## src/bsi_pkg.sv

```systemverilog
// Package with constants and types for the boot self-test status indicator
package bsi_pkg;
   // Phase codes shown on the green lamps, counting down from all-on
   localparam logic [3:0] PHASE_FIRST   = 4'hf;
   localparam logic [3:0] PHASE_LAST    = 4'h1;
   localparam logic [3:0] PHASE_STEP    = 4'h1;
   localparam logic [3:0] GREEN_OFF     = 4'h0;
   // Flash half period for message indication, in ns and in cycles of clk_sys
   localparam int         FLASH_HALF_NS = 250_000_000;
   localparam int         CLK_NS        = 50;
   localparam int         FLASH_HALF_CYC = FLASH_HALF_NS / CLK_NS;
   localparam int         POS_W         = 12;

   typedef enum logic [4:0] {
      BSI_ST_INIT = 5'h01,
      BSI_ST_HALT = 5'h02,
      BSI_ST_RUN  = 5'h04,
      BSI_ST_FAIL = 5'h08,
      BSI_ST_IDLE = 5'h10
   } bsi_state_e;
endpackage : bsi_pkg

```

## src/bsi_flasher.sv

```systemverilog
// Free-running flash generator for message indication
`timescale 1ns/1ns
module bsi_flasher #(
   parameter int HALF_CYC = bsi_pkg::FLASH_HALF_CYC  // Cycles per flash half period
) (
   input  wire logic clk_sys,   // System clock
   input  wire logic rstn,      // Async reset, active low
   input  wire logic clk_en,    // Clock enable
   output logic      flash_on   // Flash phase, high = lamp lit
);
   localparam int CW = $clog2(HALF_CYC + 1);
   logic [CW-1:0] cnt_ff;
   logic [CW-1:0] nxt_cnt;
   logic          ph_ff;
   logic          nxt_ph;

   always_comb begin
      nxt_cnt = cnt_ff;
      nxt_ph  = ph_ff;
      if (clk_en) begin
         if (cnt_ff == CW'(HALF_CYC - 1)) begin
            nxt_cnt = '0;
            nxt_ph  = ~ph_ff;
         end else begin
            nxt_cnt = cnt_ff + CW'(1);
         end
      end
   end

   always_ff @(posedge clk_sys or negedge rstn) begin
      if (!rstn) begin
         cnt_ff <= '0;
         ph_ff  <= 1'b0;
      end else begin
         cnt_ff <= nxt_cnt;
         ph_ff  <= nxt_ph;
      end
   end

   assign flash_on = ph_ff;
endmodule : bsi_flasher

```

## src/bsi_status.sv

```systemverilog
// Start-up phase sequencer, self-test fault handling and lamp drive
`timescale 1ns/1ns
// Behaviour
// - After power-up or any reset the phases run in sequence and the running one is shown.
// - A failing phase halts the sequence and its code stays on the lamps as the error code.
// - With red off, green shows the phase code from 1111 counting down by one to 0001.
// - The fifteen phases run in a fixed order from functional test down to OS start.
// - Every lamp marked set in a code is driven steadily, not blinking.
// - A cyclic self-test fault lights red steadily with all green off.
// - A cyclic self-test fault in operation forces the primary pneumatic output to its vented fail-safe state.
// - All five lamps off in operation means diagnostic information without a lamp code; the code also shows them off in plain operation, diag_info is unused.
// - Non-fault messages flash the red lamp while green carries the message code.
// - The three-key chord, or losing and restoring the input signal, gives a full reset.
// - After a reset the sequence restarts at the first phase and halts at the same failure.
// - Confirm on the minus 45 degree item stores the sensor value as the minus 45 point.
// - Confirm on the plus 45 degree item stores the sensor value as the plus 45 point.
module bsi_status #(
   parameter int POS_W = bsi_pkg::POS_W,                 // Position sensor width
   parameter int FLASH_HALF_CYC = bsi_pkg::FLASH_HALF_CYC // Message flash half period
) (
   input  wire logic             clk_sys,        // System clock, 20 MHz
   input  wire logic             rstn,           // Async reset, active low
   input  wire logic             clk_en,         // Clock enable, freezes state when low
   input  wire logic             key_confirm,    // Confirm key held
   input  wire logic             key_minus,      // Minus key held
   input  wire logic             key_plus,       // Plus key held
   input  wire logic             input_sig_ok,   // Input signal present
   input  wire logic             phase_ok,       // Current phase finished, one-cycle pulse
   input  wire logic             phase_fail,     // Current phase failed, one-cycle pulse
   input  wire logic             selftest_fault, // Cyclic self-test electronics fault, level
   input  wire logic             diag_info,      // Diagnostic info present without lamp code
   input  wire logic             msg_active,     // Non-fault message active
   input  wire logic [3:0]       msg_code,       // Message code for the green lamps
   input  wire logic             menu_cal_m45,   // Minus 45 degree item selected
   input  wire logic             menu_cal_p45,   // Plus 45 degree item selected
   input  wire logic [POS_W-1:0] pos_meas,       // Position sensor measurement
   output logic                  led_red,        // Red lamp
   output logic [3:0]            led_green,      // Green lamps, bit 3 is lamp 1
   output logic [3:0]            phase_code,     // Running or frozen phase code
   output logic                  boot_done,      // Operating system started
   output logic                  boot_halted,    // Sequence stopped on an error
   output logic                  primary_pneumatic_output_vent, // Vent primary output
   output logic                  soft_reset,     // Full reset request, level
   output logic [POS_W-1:0]      cal_m45,        // Stored minus 45 point
   output logic [POS_W-1:0]      cal_p45,        // Stored plus 45 point
   output logic                  cal_m45_vld,    // Minus 45 point stored
   output logic                  cal_p45_vld     // Plus 45 point stored
);
   // ==========================================================
   // Reset sources
   // ==========================================================
   logic sig_ok_ff;
   logic nxt_sig_ok;
   logic restart;

   // Chord and signal loss both restart; signal loss restarts on the restore edge
   assign restart = (key_confirm & key_minus & key_plus) | (input_sig_ok & ~sig_ok_ff);
   assign nxt_sig_ok = clk_en ? input_sig_ok : sig_ok_ff;

   // ==========================================================
   // Phase sequencer
   // ==========================================================
   bsi_pkg::bsi_state_e state_ff;
   bsi_pkg::bsi_state_e nxt_state;
   logic [3:0]          code_ff;
   logic [3:0]          nxt_code;
   logic                fault_ff;
   logic                nxt_fault;

   always_comb begin
      nxt_state = state_ff;
      nxt_code  = code_ff;
      nxt_fault = fault_ff;
      if (clk_en) begin
         if (restart) begin
            nxt_state = bsi_pkg::BSI_ST_INIT;
            nxt_code  = bsi_pkg::PHASE_FIRST;
            nxt_fault = 1'b0;
         end else begin
            case (state_ff)
               bsi_pkg::BSI_ST_INIT: begin
                  if (phase_fail) begin
                     nxt_state = bsi_pkg::BSI_ST_HALT;
                  end else if (phase_ok) begin
                     if (code_ff == bsi_pkg::PHASE_LAST) begin
                        nxt_state = bsi_pkg::BSI_ST_RUN;
                     end else begin
                        nxt_code = code_ff - bsi_pkg::PHASE_STEP;
                     end
                  end
               end
               bsi_pkg::BSI_ST_HALT: begin
                  nxt_state = bsi_pkg::BSI_ST_HALT;
               end
               bsi_pkg::BSI_ST_RUN: begin
                  if (selftest_fault) begin
                     nxt_state = bsi_pkg::BSI_ST_FAIL;
                     nxt_fault = 1'b1;
                  end
               end
               bsi_pkg::BSI_ST_FAIL: begin
                  // Latched until reset so a flickering fault cannot re-pressurise
                  nxt_fault = 1'b1;
               end
               default: begin
                  nxt_state = bsi_pkg::BSI_ST_INIT;
                  nxt_code  = bsi_pkg::PHASE_FIRST;
               end
            endcase
         end
      end
   end

   always_ff @(posedge clk_sys or negedge rstn) begin
      if (!rstn) begin
         state_ff  <= bsi_pkg::BSI_ST_INIT;
         code_ff   <= bsi_pkg::PHASE_FIRST;
         fault_ff  <= 1'b0;
         sig_ok_ff <= 1'b1;
      end else begin
         state_ff  <= nxt_state;
         code_ff   <= nxt_code;
         fault_ff  <= nxt_fault;
         sig_ok_ff <= nxt_sig_ok;
      end
   end

   // ==========================================================
   // Calibration points
   // ==========================================================
   logic [POS_W-1:0] m45_ff;
   logic [POS_W-1:0] p45_ff;
   logic [POS_W-1:0] nxt_m45;
   logic [POS_W-1:0] nxt_p45;
   logic             m45v_ff;
   logic             p45v_ff;
   logic             nxt_m45v;
   logic             nxt_p45v;
   logic             conf_ff;
   logic             nxt_conf;
   logic             conf_press;

   // Edge of confirm alone, so the reset chord does not store a point
   assign conf_press = key_confirm & ~conf_ff & ~key_minus & ~key_plus;
   assign nxt_conf   = clk_en ? key_confirm : conf_ff;

   always_comb begin
      nxt_m45  = m45_ff;
      nxt_p45  = p45_ff;
      nxt_m45v = m45v_ff;
      nxt_p45v = p45v_ff;
      if (clk_en && conf_press) begin
         if (menu_cal_m45) begin
            nxt_m45  = pos_meas;
            nxt_m45v = 1'b1;
         end else if (menu_cal_p45) begin
            nxt_p45  = pos_meas;
            nxt_p45v = 1'b1;
         end
      end
   end

   always_ff @(posedge clk_sys or negedge rstn) begin
      if (!rstn) begin
         m45_ff  <= '0;
         p45_ff  <= '0;
         m45v_ff <= 1'b0;
         p45v_ff <= 1'b0;
         conf_ff <= 1'b0;
      end else begin
         m45_ff  <= nxt_m45;
         p45_ff  <= nxt_p45;
         m45v_ff <= nxt_m45v;
         p45v_ff <= nxt_p45v;
         conf_ff <= nxt_conf;
      end
   end

   // ==========================================================
   // Lamp drive
   // ==========================================================
   logic flash_on;
   logic red_ff;
   logic nxt_red;
   logic [3:0] grn_ff;
   logic [3:0] nxt_grn;

   bsi_flasher #(
      .HALF_CYC (FLASH_HALF_CYC)
   ) u_flash (
      .clk_sys  (clk_sys),
      .rstn     (rstn),
      .clk_en   (clk_en),
      .flash_on (flash_on)
   );

   always_comb begin
      nxt_red = red_ff;
      nxt_grn = grn_ff;
      if (clk_en) begin
         if (nxt_state == bsi_pkg::BSI_ST_FAIL) begin
            nxt_red = 1'b1;
            nxt_grn = bsi_pkg::GREEN_OFF;
         end else if (nxt_state == bsi_pkg::BSI_ST_RUN) begin
            if (msg_active) begin
               nxt_red = flash_on;
               nxt_grn = msg_code;
            end else begin
               // Diagnosis-only or plain operation both show all lamps dark
               nxt_red = 1'b0;
               nxt_grn = bsi_pkg::GREEN_OFF;
            end
         end else begin
            nxt_red = 1'b0;
            nxt_grn = nxt_code;
         end
      end
   end

   always_ff @(posedge clk_sys or negedge rstn) begin
      if (!rstn) begin
         red_ff <= 1'b0;
         grn_ff <= bsi_pkg::PHASE_FIRST;
      end else begin
         red_ff <= nxt_red;
         grn_ff <= nxt_grn;
      end
   end

   assign led_red     = red_ff;
   assign led_green   = grn_ff;
   assign phase_code  = code_ff;
   assign boot_done   = (state_ff == bsi_pkg::BSI_ST_RUN) | (state_ff == bsi_pkg::BSI_ST_FAIL);
   assign boot_halted = (state_ff == bsi_pkg::BSI_ST_HALT);
   assign primary_pneumatic_output_vent = fault_ff;
   assign soft_reset  = restart;
   assign cal_m45     = m45_ff;
   assign cal_p45     = p45_ff;
   assign cal_m45_vld = m45v_ff;
   assign cal_p45_vld = p45v_ff;
   // diag_info only documents the dark-lamp meaning; lamps are dark either way
   logic unused_diag;
   assign unused_diag = diag_info;
endmodule : bsi_status

```

## config.mk

```make
export PLATFORM = sky130hd
export DESIGN_NAME = bsi_status
export DESIGN_NICKNAME = d
export VERILOG_FILES = /design/src/bsi_pkg.sv /design/src/bsi_flasher.sv /design/src/bsi_status.sv
export SDC_FILE = /design/constraint.sdc
export NUM_CORES = 1
export LEC_CHECK = 0
export BUFFER_PORTS_ARGS = -buffer_cell sky130_fd_sc_hd__buf_2
export CAP_MARGIN = 20
export CELL_PAD_IN_SITES_DETAIL_PLACEMENT = 1
export CELL_PAD_IN_SITES_GLOBAL_PLACEMENT = 1
export CORE_MARGIN = 1
export CORE_UTILIZATION = 35
export CTS_CLUSTER_SIZE = 24
export DETAILED_ROUTE_END_ITERATION = 16
export GPL_TIMING_DRIVEN = 0
export PLACE_DENSITY_LB_ADDON = 0.1
export SLEW_MARGIN = 20
export SYNTH_ARGS = -nofsm -noshare
export SYNTH_HDL_FRONTEND = slang
export SYNTH_SLANG_ARGS = --single-unit
```

## constraint.sdc

```tcl
create_clock -name clk_sys -period 2.8 [get_ports clk_sys]
set_input_delay 0.28 -clock clk_sys [delete_from_list [all_inputs] [get_ports clk_sys]]
set_output_delay 0.28 -clock clk_sys [all_outputs]
set_load 0.05 [all_outputs]
```

==> qor.yml, run 1 <==
floorplanning:
  rows: 35
  die_w_um: 98.9
  ios: 69
  initial_utilization: 0.359
  die_h_um: 98.9
  fp.dieArea_sq_mm: 0.00979
  fp.coreArea_sq_mm: 0.00915
synthesis:
  yosys_warnings: 0
  netlist_top_cells_area: "dfrtp_1 43%, mux2_2 8.9%, dfstp_2 8.0%, xnor2_1 3.2%, nor2_1 3.1%"
  syn_nets: 338
  synth_edf_count: 0
  ys_ff_latch: 67
  yosys.area.top_type: "dfrtp_1"
  synth_cell_type_count: 57
  syn-cell-area_sq_mm: 0.00329
  syn_area_per_cell_sq_um: 10.8
  synth_cells: 305
  synth_flop_cell: "dfrtp_1"
  yosysSeqAreaShare: 0.514
  synth-async-reset-ratio: 1.00
  synth_top_area_share: 0.434
place:
  port_buffers: 67
  dpl_cell_area_sq_mm: 0.00379
  dp_slack_ns: -0.0874
  dp_hpwl_um: 5900
  place_congestion: 0.725
timing:
  hold_viol: 0
  fin_ws_ns: 0.134
  max_freq_mhz: 375
  post-route-period-util: 0.952
  tightest_slew_ns: 0.835
  period_minus_slack_ns: 2.67
  fin_worst_hold_slack_ns: 0.158
  fin_worst_skew_ns: 0.0182
  relSlewSlack: 0.440
  slew_viol_final: 0
  setup_violations: 0
cells_and_area:
  nNetsFinal: 419
  seq_area_sq_mm: 0.00169
  multi_input_area_sq_mm: 0.00154
  drive_gt1_frac: 0.358
  fillers: 1046
  diodes: 0
  fin_area_sq_mm: 0.00407
  area_delta_synth_final_pct: 23.7
clock_network:
  cts_buffer_depth: 2
  cts_buffers: 9
  tritoncts: "done"
  cts.sinks: 67
  clk_pin_slew_ns: 0.09
  htreeDepth: 3
  insertion_delay_ns: 0.36
  cts-root-buf: "clkbuf_8"
job:
  drv_cap: 0
drt:
  ant_nets: 0
  vias: 2580
  wl_per_cell_um: 15.9
  vias_per_cell: 5.14
  routed_wl_um: 7970
  drtIter0Drc: 82
  drc: 0
  drtPass1Iterations: 4
global_routing:
  grt_use_total: 0.179
  antenna_found_initial: 0
  grt_pass1_vias: 2695
  grt.overflow.total: 0
  grt_pass1_wl_um: 13700
  grt_max_degree: 44
critical_path:
  critPathRequiredTime_ns: 3.07
  worst-path-max-fanout: 7
  reg2reg_slack_ns: 0.13
  critPathKind: "reg -> reg"
  start_kind: "flop"
  end_kind: "flop"
  crit_arrival_ns: 2.94
power_and_ir_drop:
  p_per_area_mw_per_mm2: 806
  vdd_drop_max_mv: 0.377
  power_leakage_uw: 0.00194
status:
  status: "finished clean"
worst_hold_path:
  hold_path_class: "in -> reg"
==> flip-flops by register name (all words and copies together), names as in the netlist <==
| signal | cells |
|---|---|
| sig_ok_ff | 1 |
| conf_ff | 1 |
| cal_m45 | 12 |
| cal_p45_vld | 1 |
| led_red | 1 |
| state_ff | 5 |
| cal_p45 | 12 |
| u_flash.cnt_ff | 23 |
| phase_code | 4 |
| cal_m45_vld | 1 |
| led_green | 4 |
| primary_pneumatic_output_vent | 1 |
| u_flash.flash_on | 1 |
==> area by class of cell <==
cell class / instances / share of cell area
sequential: 67 / 0.415
clock inverter: 7 / 0.0206
clock buffer: 9 / 0.0305
buffer: 10 / 0.0129
timing repair buffer: 70 / 0.0941
multi-input combinational: 214 / 0.380
tap: 111 / 0.0341
inverter: 14 / 0.0129
==> per-stage QoR <==
step / TNS, ns / power [uW] / util / std cells
3_3_place_gp: -0.151 / 2400 / 0.411 / 483
3_5_place_dp: -0.175 / 2420 / 0.414 / 484
2_1_floorplan: 0 / 2120 / - / 305
4_1_cts: 0 / 3300 / 0.440 / 501
6_report: 0 / 3280 / 0.444 / 502
5_1_grt: -0.0447 / 3460 / 0.444 / 502
==> critical path, cell delays in order (launching register included) <==
cell       delay (ns)
dfstp_2          0.58
ha_1             0.21
nor4bb_4         0.33
nand4_1          0.20
a2111oi_4        0.43
o2111ai_4        0.19
or2_1            0.30
a311o_1          0.36
==> where the power goes <==
part	total [uW]	switching, uW	internal (uW)
combinational	1120	787	332
sequential	1310	140	1170
clock	852	426	426
==> cell usage after synthesis, types with 4 or more instances <==
cell type	instances
a21oi_1	4
and3_1	4
clkbuf_1	4
dfrtp_1	57
dfstp_2	10
inv_1	13
mux2_2	26
nand2_1	23
nand3_1	16
nand4_1	7
nor2_1	27
nor2b_1	9
nor3_1	6
nor4_1	7
nor4b_1	6
o21ai_0	9
xnor2_1	12
xor2_1	10
==> routing by layer <==
| metal | global-route usage | share of wire |
|---|---|---|
| met2 | 0.302 | 0.50 |
| met4 | 0.0723 | 0.017 |
| met3 | 0.0291 | 0.022 |
| met1 | 0.231 | 0.46 |
| met5 | 0 | 0 |
==> logic make-up after synthesis <==
group / Yosys count / synth area share
AND/OR/NAND/NOR: 127 / 0.215
flip-flops: 67 / 0.514
AO/OA/AOI/OAI: 36 / 0.0807
multiplexers: 26 / 0.0890
buffers and inverters: 24 / 0.0320
XOR/XNOR: 22 / 0.0586
adder cells (fa/ha/maj): 3 / 0.0114
==> path summary, 6_finish.rpt <==
check / cells past startpoint / end / from
setup reg to reg: 7 / led_green[3] / phase_code[0]
setup / recovery: 7 / led_green[3] / phase_code[0]
max in group asynchronous: 3 / led_green[3] / rstn
hold reg to reg: 1 / u_flash.flash_on / u_flash.flash_on
hold / removal: 2 / cal_m45[5] / pos_meas[5]
min in group asynchronous: 2 / cal_p45[6] / rstn
==> cells in the final DEF (no fill, tap or decap), types with 7 or more instances in the layout <==
| cell type | count |
|---|---|
| mux2_2 | 26 |
| nand3_1 | 16 |
| nand2_1 | 23 |
| inv_1 | 13 |
| buf_2 | 69 |
| nor2b_1 | 9 |
| dfrtp_1 | 57 |
| xnor2_1 | 12 |
| o21ai_0 | 9 |
| clkbuf_8 | 9 |
| xor2_1 | 10 |
| dfstp_2 | 10 |
| nor2_1 | 27 |
| nand4_1 | 7 |
| nor4_1 | 7 |
==> timing repair <==
| item | CTS | global route |
|---|---|---|
| pin swaps | 1 | 1 |
| setup endpoints to repair | 3 | 5 |
| hold buffers | 1 | 0 |
| buffers inserted | 0 | 1 |
| gates resized for setup | 2 | 4 |
| hold endpoints to repair | 16 | 0 |
(Power assumes the default switching activity.)
==> inputs of run 2 (changes only) <==
--- a/config.mk
+++ b/config.mk
@@ -9,7 +9,7 @@
 export CAP_MARGIN = 20
 export CELL_PAD_IN_SITES_DETAIL_PLACEMENT = 1
 export CELL_PAD_IN_SITES_GLOBAL_PLACEMENT = 1
-export CORE_MARGIN = 1
+export CORE_MARGIN = 3
 export CORE_UTILIZATION = 35
 export CTS_CLUSTER_SIZE = 24
 export DETAILED_ROUTE_END_ITERATION = 16
==> qor.yml, run 2 (synthesis gave the netlist of run 1 again) <==
status:
  status: "finished clean"
clock_network:
  htreeDepth: 3  # unchanged
  insertion_delay_ns: 0.35  # about the same
  tritoncts: "done"
  cts-root-buf: "clkbuf_8"
  cts_buffers: 9  # unchanged
  cts_buffer_depth: 2  # unchanged
  clk_pin_slew_ns: 0.08  # about the same
  cts_setup_buffers: 0  # unchanged
  cts.sinks: 67  # unchanged
floorplanning:
  rows: 34  # -2.9%
  initial_utilization: 0.368  # +0.00881
  die_h_um: 103  # +4.0%
  die_w_um: 103  # +4.0%
  fp.dieArea_sq_mm: 0.0106  # +8.3%
  fp.coreArea_sq_mm: 0.00893  # -2.4%
  ios: 69  # unchanged
cells_and_area:
  area_delta_synth_final_pct: 23.1
  mostFrequentLayoutCells: "69 x buf_2, 57 x dfrtp_1, 27 x nor2_1, 26 x mux2_2, 23 x nand2_1"
  layout_commonest_cell: "buf_2"
  drive_gt1_frac: 0.356  # -0.00165
  diodes: 0  # unchanged
  top_register: "u_flash.cnt_ff"
  nNetsFinal: 418  # -0.24%
  largest_register_ffs: 23  # unchanged
  fin_area_sq_mm: 0.00405  # -0.49%
place:
  port_buffers: 67  # unchanged
  dp_hpwl_um: 6110  # +3.5%
  dpl_cell_area_sq_mm: 0.00379  # about the same
  place_congestion: 0.756  # +4.2%
job:
  drv_cap: 0  # unchanged
drt:
  drtPass1Iterations: 4  # unchanged
  vias_per_cell: 5.17  # +0.57%
  vias: 2574  # -0.23%
  met3WireLength_um: 267  # +51%
  drc: 0  # unchanged
  drtIter0Drc: 63  # -23%
  ant_nets: 0  # unchanged
  dr_wl_met2_um: 4080  # +1.6%
  wl_per_cell_um: 16.5  # +4.1%
  routed_wl_um: 8220  # +3.2%
  highest_layer: "met4"
  route.layer.met1.wl_um: 3740  # +2.8%
critical_path:
  crit_arrival_ns: 2.86  # -0.08 ns
  worst-path-max-fanout: 10  # +3
  critPathKind: "reg -> reg"
  end_kind: "flop"
  critPathRequiredTime_ns: 3.08  # about the same
  start_kind: "flop"
  rr_worst_depth: 7  # unchanged
timing:
  tightest_slew_ns: 1.03  # +0.195 ns
  period_minus_slack_ns: 2.59  # -0.0798 ns
  rsz0062_at_grt: "no"
  fin_worst_skew_ns: 0.00703  # -0.0112 ns
  setup_violations: 0  # unchanged
  max_freq_mhz: 387  # +3.1%
  hold_viol: 0  # unchanged
  post-route-period-util: 0.924  # -0.0285
  slew_viol_final: 0  # unchanged
  relSlewSlack: 0.308  # -0.131
power_and_ir_drop:
  p_per_area_mw_per_mm2: 803  # -0.32%
  total_power_uw: 3250  # -0.81%
  power_leakage_uw: 0.00193  # -0.34%
  vdd_drop_max_mv: 0.297  # -21%
global_routing:
  grt.overflow.total: 0  # unchanged
  grt_pass1_vias: 2688  # -0.26%
  grt_use_total: 0.170  # -0.00906
  grt_pass1_wl_um: 13900  # +1.9%
  antenna_found_initial: 0  # unchanged
  grt_max_degree: 53  # +20%
worst_hold_path:
  hold_path_class: "in -> reg"
  whs_path_depth: 2  # unchanged
==> run 2: metrics by stage <==
step                utilization  hold WS (ns)  worst slack (ns)  setup TNS, ns  instances
floorplan                     -       -0.0156            0.0479              0        305
global placement          0.421         0.446           -0.0996         -0.171        480
detailed placement        0.424         0.164           -0.0786         -0.113        481
CTS                       0.449         0.156            0.0105              0        498
global route              0.453         0.149            0.0537              0        498
finish                    0.453         0.172             0.214              0        498
==> run 2: cell type report <==
class                   instances  area, sq um
fillers                      1019         4890
repair buffers                 69          375
well taps                     108          135
multi-input cells             214         1540
flip-flops and latches         67         1690
clock inverters                 7         76.3
clock buffers                   9          124
inverters                      14         52.6
plain buffers                  10         52.6
==> run 2: report_power, final <==
| part | leakage (uW) | switching (uW) | internal [uW] |
|---|---|---|---|
| combinational | 0.000980 | 793 | 332 |
| sequential | 0.000852 | 141 | 1170 |
| clock | 0.0000962 | 401 | 417 |
==> run 2: final timing paths <==
path	start	endpoint	slack, ns
max in group asynchronous	rstn	phase_code[2]	1.89
max	state_ff[0]	led_green[3]	0.21
min in group asynchronous	rstn	cal_p45[10]	0.33
min reg2reg	u_flash.flash_on	u_flash.flash_on	0.47
max reg2reg	state_ff[0]	led_green[3]	0.21
min	pos_meas[4]	cal_m45[4]	0.17
==> run 2: what timing repair did <==
item / CTS / global route
hold buffers: 1 / 0
resized for setup: 2 / 4
setup endpoints to repair: 3 / 4
pin swaps: 0 / 3
hold endpoints to repair: 15 / 0
==> run 2: routing by layer <==
| layer | GRT usage | vias up |
|---|---|---|
| li1 | - | 1246 |
| met1 | 0.218 | 1275 |
| met2 | 0.287 | 39 |
| met3 | 0.0365 | 14 |
| met4 | 0.0558 | 0 |
| met5 | 0 | - |
==> run 2: worst max-delay path: stages (launching register included) <==
cell,delay (ns)
dfstp_2,0.54
buf_2,0.21
nor4b_1,0.32
a211oi_2,0.12
or4b_2,0.70
nand2_1,0.19
nor4_1,0.08
a311o_1,0.35
==> inputs of run 3 (changes only) <==
--- a/config.mk
+++ b/config.mk
@@ -14,7 +14,7 @@
 export CTS_CLUSTER_SIZE = 24
 export DETAILED_ROUTE_END_ITERATION = 16
 export GPL_TIMING_DRIVEN = 0
-export PLACE_DENSITY_LB_ADDON = 0.1
+export PLACE_DENSITY = 0.73
 export SLEW_MARGIN = 20
 export SYNTH_ARGS = -nofsm -noshare
 export SYNTH_HDL_FRONTEND = slang
==> qor.yml, run 3 (synthesis gave the netlist of run 1 again) <==
critical_path:
  crit_arrival_ns: 2.91  # +0.05 ns
  worst-path-max-fanout: 7  # -3
  path_cells: "ha_1 > nor4bb_4 > nand4_1 > a2111oi_4 > o2111ai_4 > or2_1 > a311o_1"
  rr_worst_depth: 7  # unchanged
  critPathRequiredTime_ns: 3.07  # about the same
  crit-reg2reg-launch: "phase_code[0]"
  reg2reg_slack_ns: 0.16  # -0.05 ns
  critPathKind: "reg -> reg"
  critPathLaunch: "phase_code[0]"
  start_kind: "flop"
  cpMaxStageDelayCell: "dfstp_2"
  regToRegEndpoint: "led_green[3]"
  end_kind: "flop"
  critPathMaxStageDelay_ns: 0.58  # -0.12 ns
  critPathBufInv: 0  # -1
  path_delay_family: "compound AO/OA/AOI/OAI gates"
job:
  drv_cap: 0  # unchanged
timing:
  setup_violations: 0  # unchanged
  fin_worst_skew_ns: 0.0155  # +0.00845 ns
  max_freq_mhz: 379  # -2.1%
  post-route-period-util: 0.943  # +0.0195
  rsz0062_at_grt: "no"
  tns_ns: 0  # unchanged
  hold_viol: 0  # unchanged
  fin_ws_ns: 0.159  # -0.0546 ns
  fin_worst_hold_slack_ns: 0.175  # +0.00368 ns
  relSlewSlack: 0.360  # +0.0515
  slew_viol_final: 0  # unchanged
  period_minus_slack_ns: 2.64  # +0.0546 ns
  tightest_slew_ns: 0.954  # -0.0767 ns
worst_hold_path:
  hold_path_class: "in -> reg"
  whs_path_depth: 2  # unchanged
  min_from: "pos_meas[7]"
  worst_hold_path.endpoint: "cal_m45[7]"
global_routing:
  grt_pass1_vias: 2870  # +6.8%
  grt_pass1_wl_um: 14300  # +2.9%
  grt_use_total: 0.174  # +0.00383
  grt.overflow.total: 0  # unchanged
  antenna_found_initial: 0  # unchanged
  grt_max_degree: 56  # +5.7%
power_and_ir_drop:
  power_frac_clock: 0.307  # +0.055
  netSwitchingFraction: 0.375  # -0.0353
  p_switching_uw: 1310  # -1.8%
  internal-power_uw: 2180  # +14%
  p_per_area_mw_per_mm2: 851  # +6.0%
  power_leakage_uw: 0.00196  # +1.6%
  vdd_drop_max_mv: 0.315  # +6.3%
  pwr-share-comb: 0.319  # -0.027
  pwr-share-seq: 0.374  # -0.028
cells_and_area:
  nNetsFinal: 418  # unchanged
  seq_area_sq_mm: 0.00169  # unchanged
  diodes: 0  # unchanged
  drive_gt1_frac: 0.349  # -0.00769
  top_register: "u_flash.cnt_ff"
  fillers: 1007  # -1.2%
  area_delta_synth_final_pct: 24.8
  largest_register_ffs: 23  # unchanged
  mostFrequentLayoutCells: "69 x buf_2, 57 x dfrtp_1, 27 x nor2_1, 26 x mux2_2, 23 x nand2_1"
  fin_area_sq_mm: 0.00410  # +1.4%
  multi_input_area_sq_mm: 0.00153  # -0.65%
  layout_commonest_cell: "buf_2"
place:
  dp_slack_ns: -0.133  # -0.0540 ns
  port_buffers: 67  # unchanged
  dpl_cell_area_sq_mm: 0.00379  # unchanged
  place_congestion: 0.853  # +13%
  dp_hpwl_um: 6290  # +3.0%
floorplanning:
  die_w_um: 103  # unchanged
  fp.coreArea_sq_mm: 0.00893  # unchanged
  initial_utilization: 0.368  # unchanged
  die_h_um: 103  # unchanged
  fp.dieArea_sq_mm: 0.0106  # unchanged
  ios: 69  # unchanged
  rows: 34  # unchanged
clock_network:
  htreeDepth: 3  # unchanged
  cts.sinks: 67  # unchanged
  cts-root-buf: "clkbuf_8"
  clk_pin_slew_ns: 0.08  # about the same
  tritoncts: "done"
  cts_buffer_depth: 2  # unchanged
  insertion_delay_ns: 0.35  # about the same
  cts_buffers: 9  # unchanged
drt:
  vias: 2589  # +0.58%
  drtPass1Iterations: 4  # unchanged
  wl_per_cell_um: 16.9  # +2.5%
  drtIter0Drc: 109  # +73%
  routed_wl_um: 8430  # +2.5%
  vias_per_cell: 5.20  # +0.58%
  drc: 0  # unchanged
  ant_nets: 0  # unchanged
status:
  status: "finished clean"
-- run 3: metal layers --
layer / global-route usage / wire length (um) / share of wire / vias to the layer above
li1: - / - / - / 1242
met5: 0 / 0 / 0 / -
met2: 0.309 / 4420 / 0.52 / 34
met3: 0.0250 / 172 / 0.020 / 14
met4: 0.0747 / 181 / 0.021 / 0
met1: 0.210 / 3660 / 0.43 / 1299
-- run 3: timing repair --
item                                    CTS  global route
endpoints found under the setup margin    4             4
pin swaps                                 0             3
gates resized for setup                   3             1
setup buffers                             0             0
hold buffers                              1             0
hold endpoints to repair                 12             0
-- run 3: final cells by class --
type | count | share of cell area
timing repair buffer | 69 | 0.0915
clock buffer | 10 | 0.0311
buffer | 10 | 0.0128
clock inverter | 6 | 0.0335
tap | 108 | 0.0329
sequential | 67 | 0.412
inverter | 14 | 0.0128
multi-input combinational | 214 | 0.374
-- run 3: worst reg2reg max path, delay by kind of cell, from the launching register on --
family                     cells  cell delay (ns)
AOI/OAI and AO/OA              3             1.00
adders and majority gates      1             0.22
and+or+nand+nor                3             0.77
DFF                            1             0.58
-- run 3: worst max path at each step --
| stage | to | slack [ns] | cells after the start |
|---|---|---|---|
| global route | led_green[3] | 0.05 | 7 |
| global placement | led_green[3] | -0.09 | 7 |
| CTS | led_green[3] | 0.01 | 7 |
| detailed placement | led_green[3] | -0.13 | 7 |
| floorplan | led_green[3] | 0.05 | 7 |
| finish | led_green[3] | 0.16 | 7 |
-- run 3: power groups by stage --
stage | Combinational (uW) | Clock [uW] | Sequential (uW)
2_1_floorplan | 424 | 0 | 1700
3_3_place_gp | 1080 | 0 | 1310
3_5_place_dp | 1110 | 0 | 1320
4_1_cts | 1120 | 1100 | 1310
5_1_grt | 1190 | 1150 | 1340
6_report | 1110 | 1070 | 1310
-- run 3: per-stage QoR --
stage | total power, uW | util | cells
finish | 3490 | 0.459 | 498
global route | 3680 | 0.459 | 498
CTS | 3520 | 0.458 | 498
detailed placement | 2430 | 0.424 | 481
global placement | 2390 | 0.421 | 480
floorplan | 2120 | - | 305
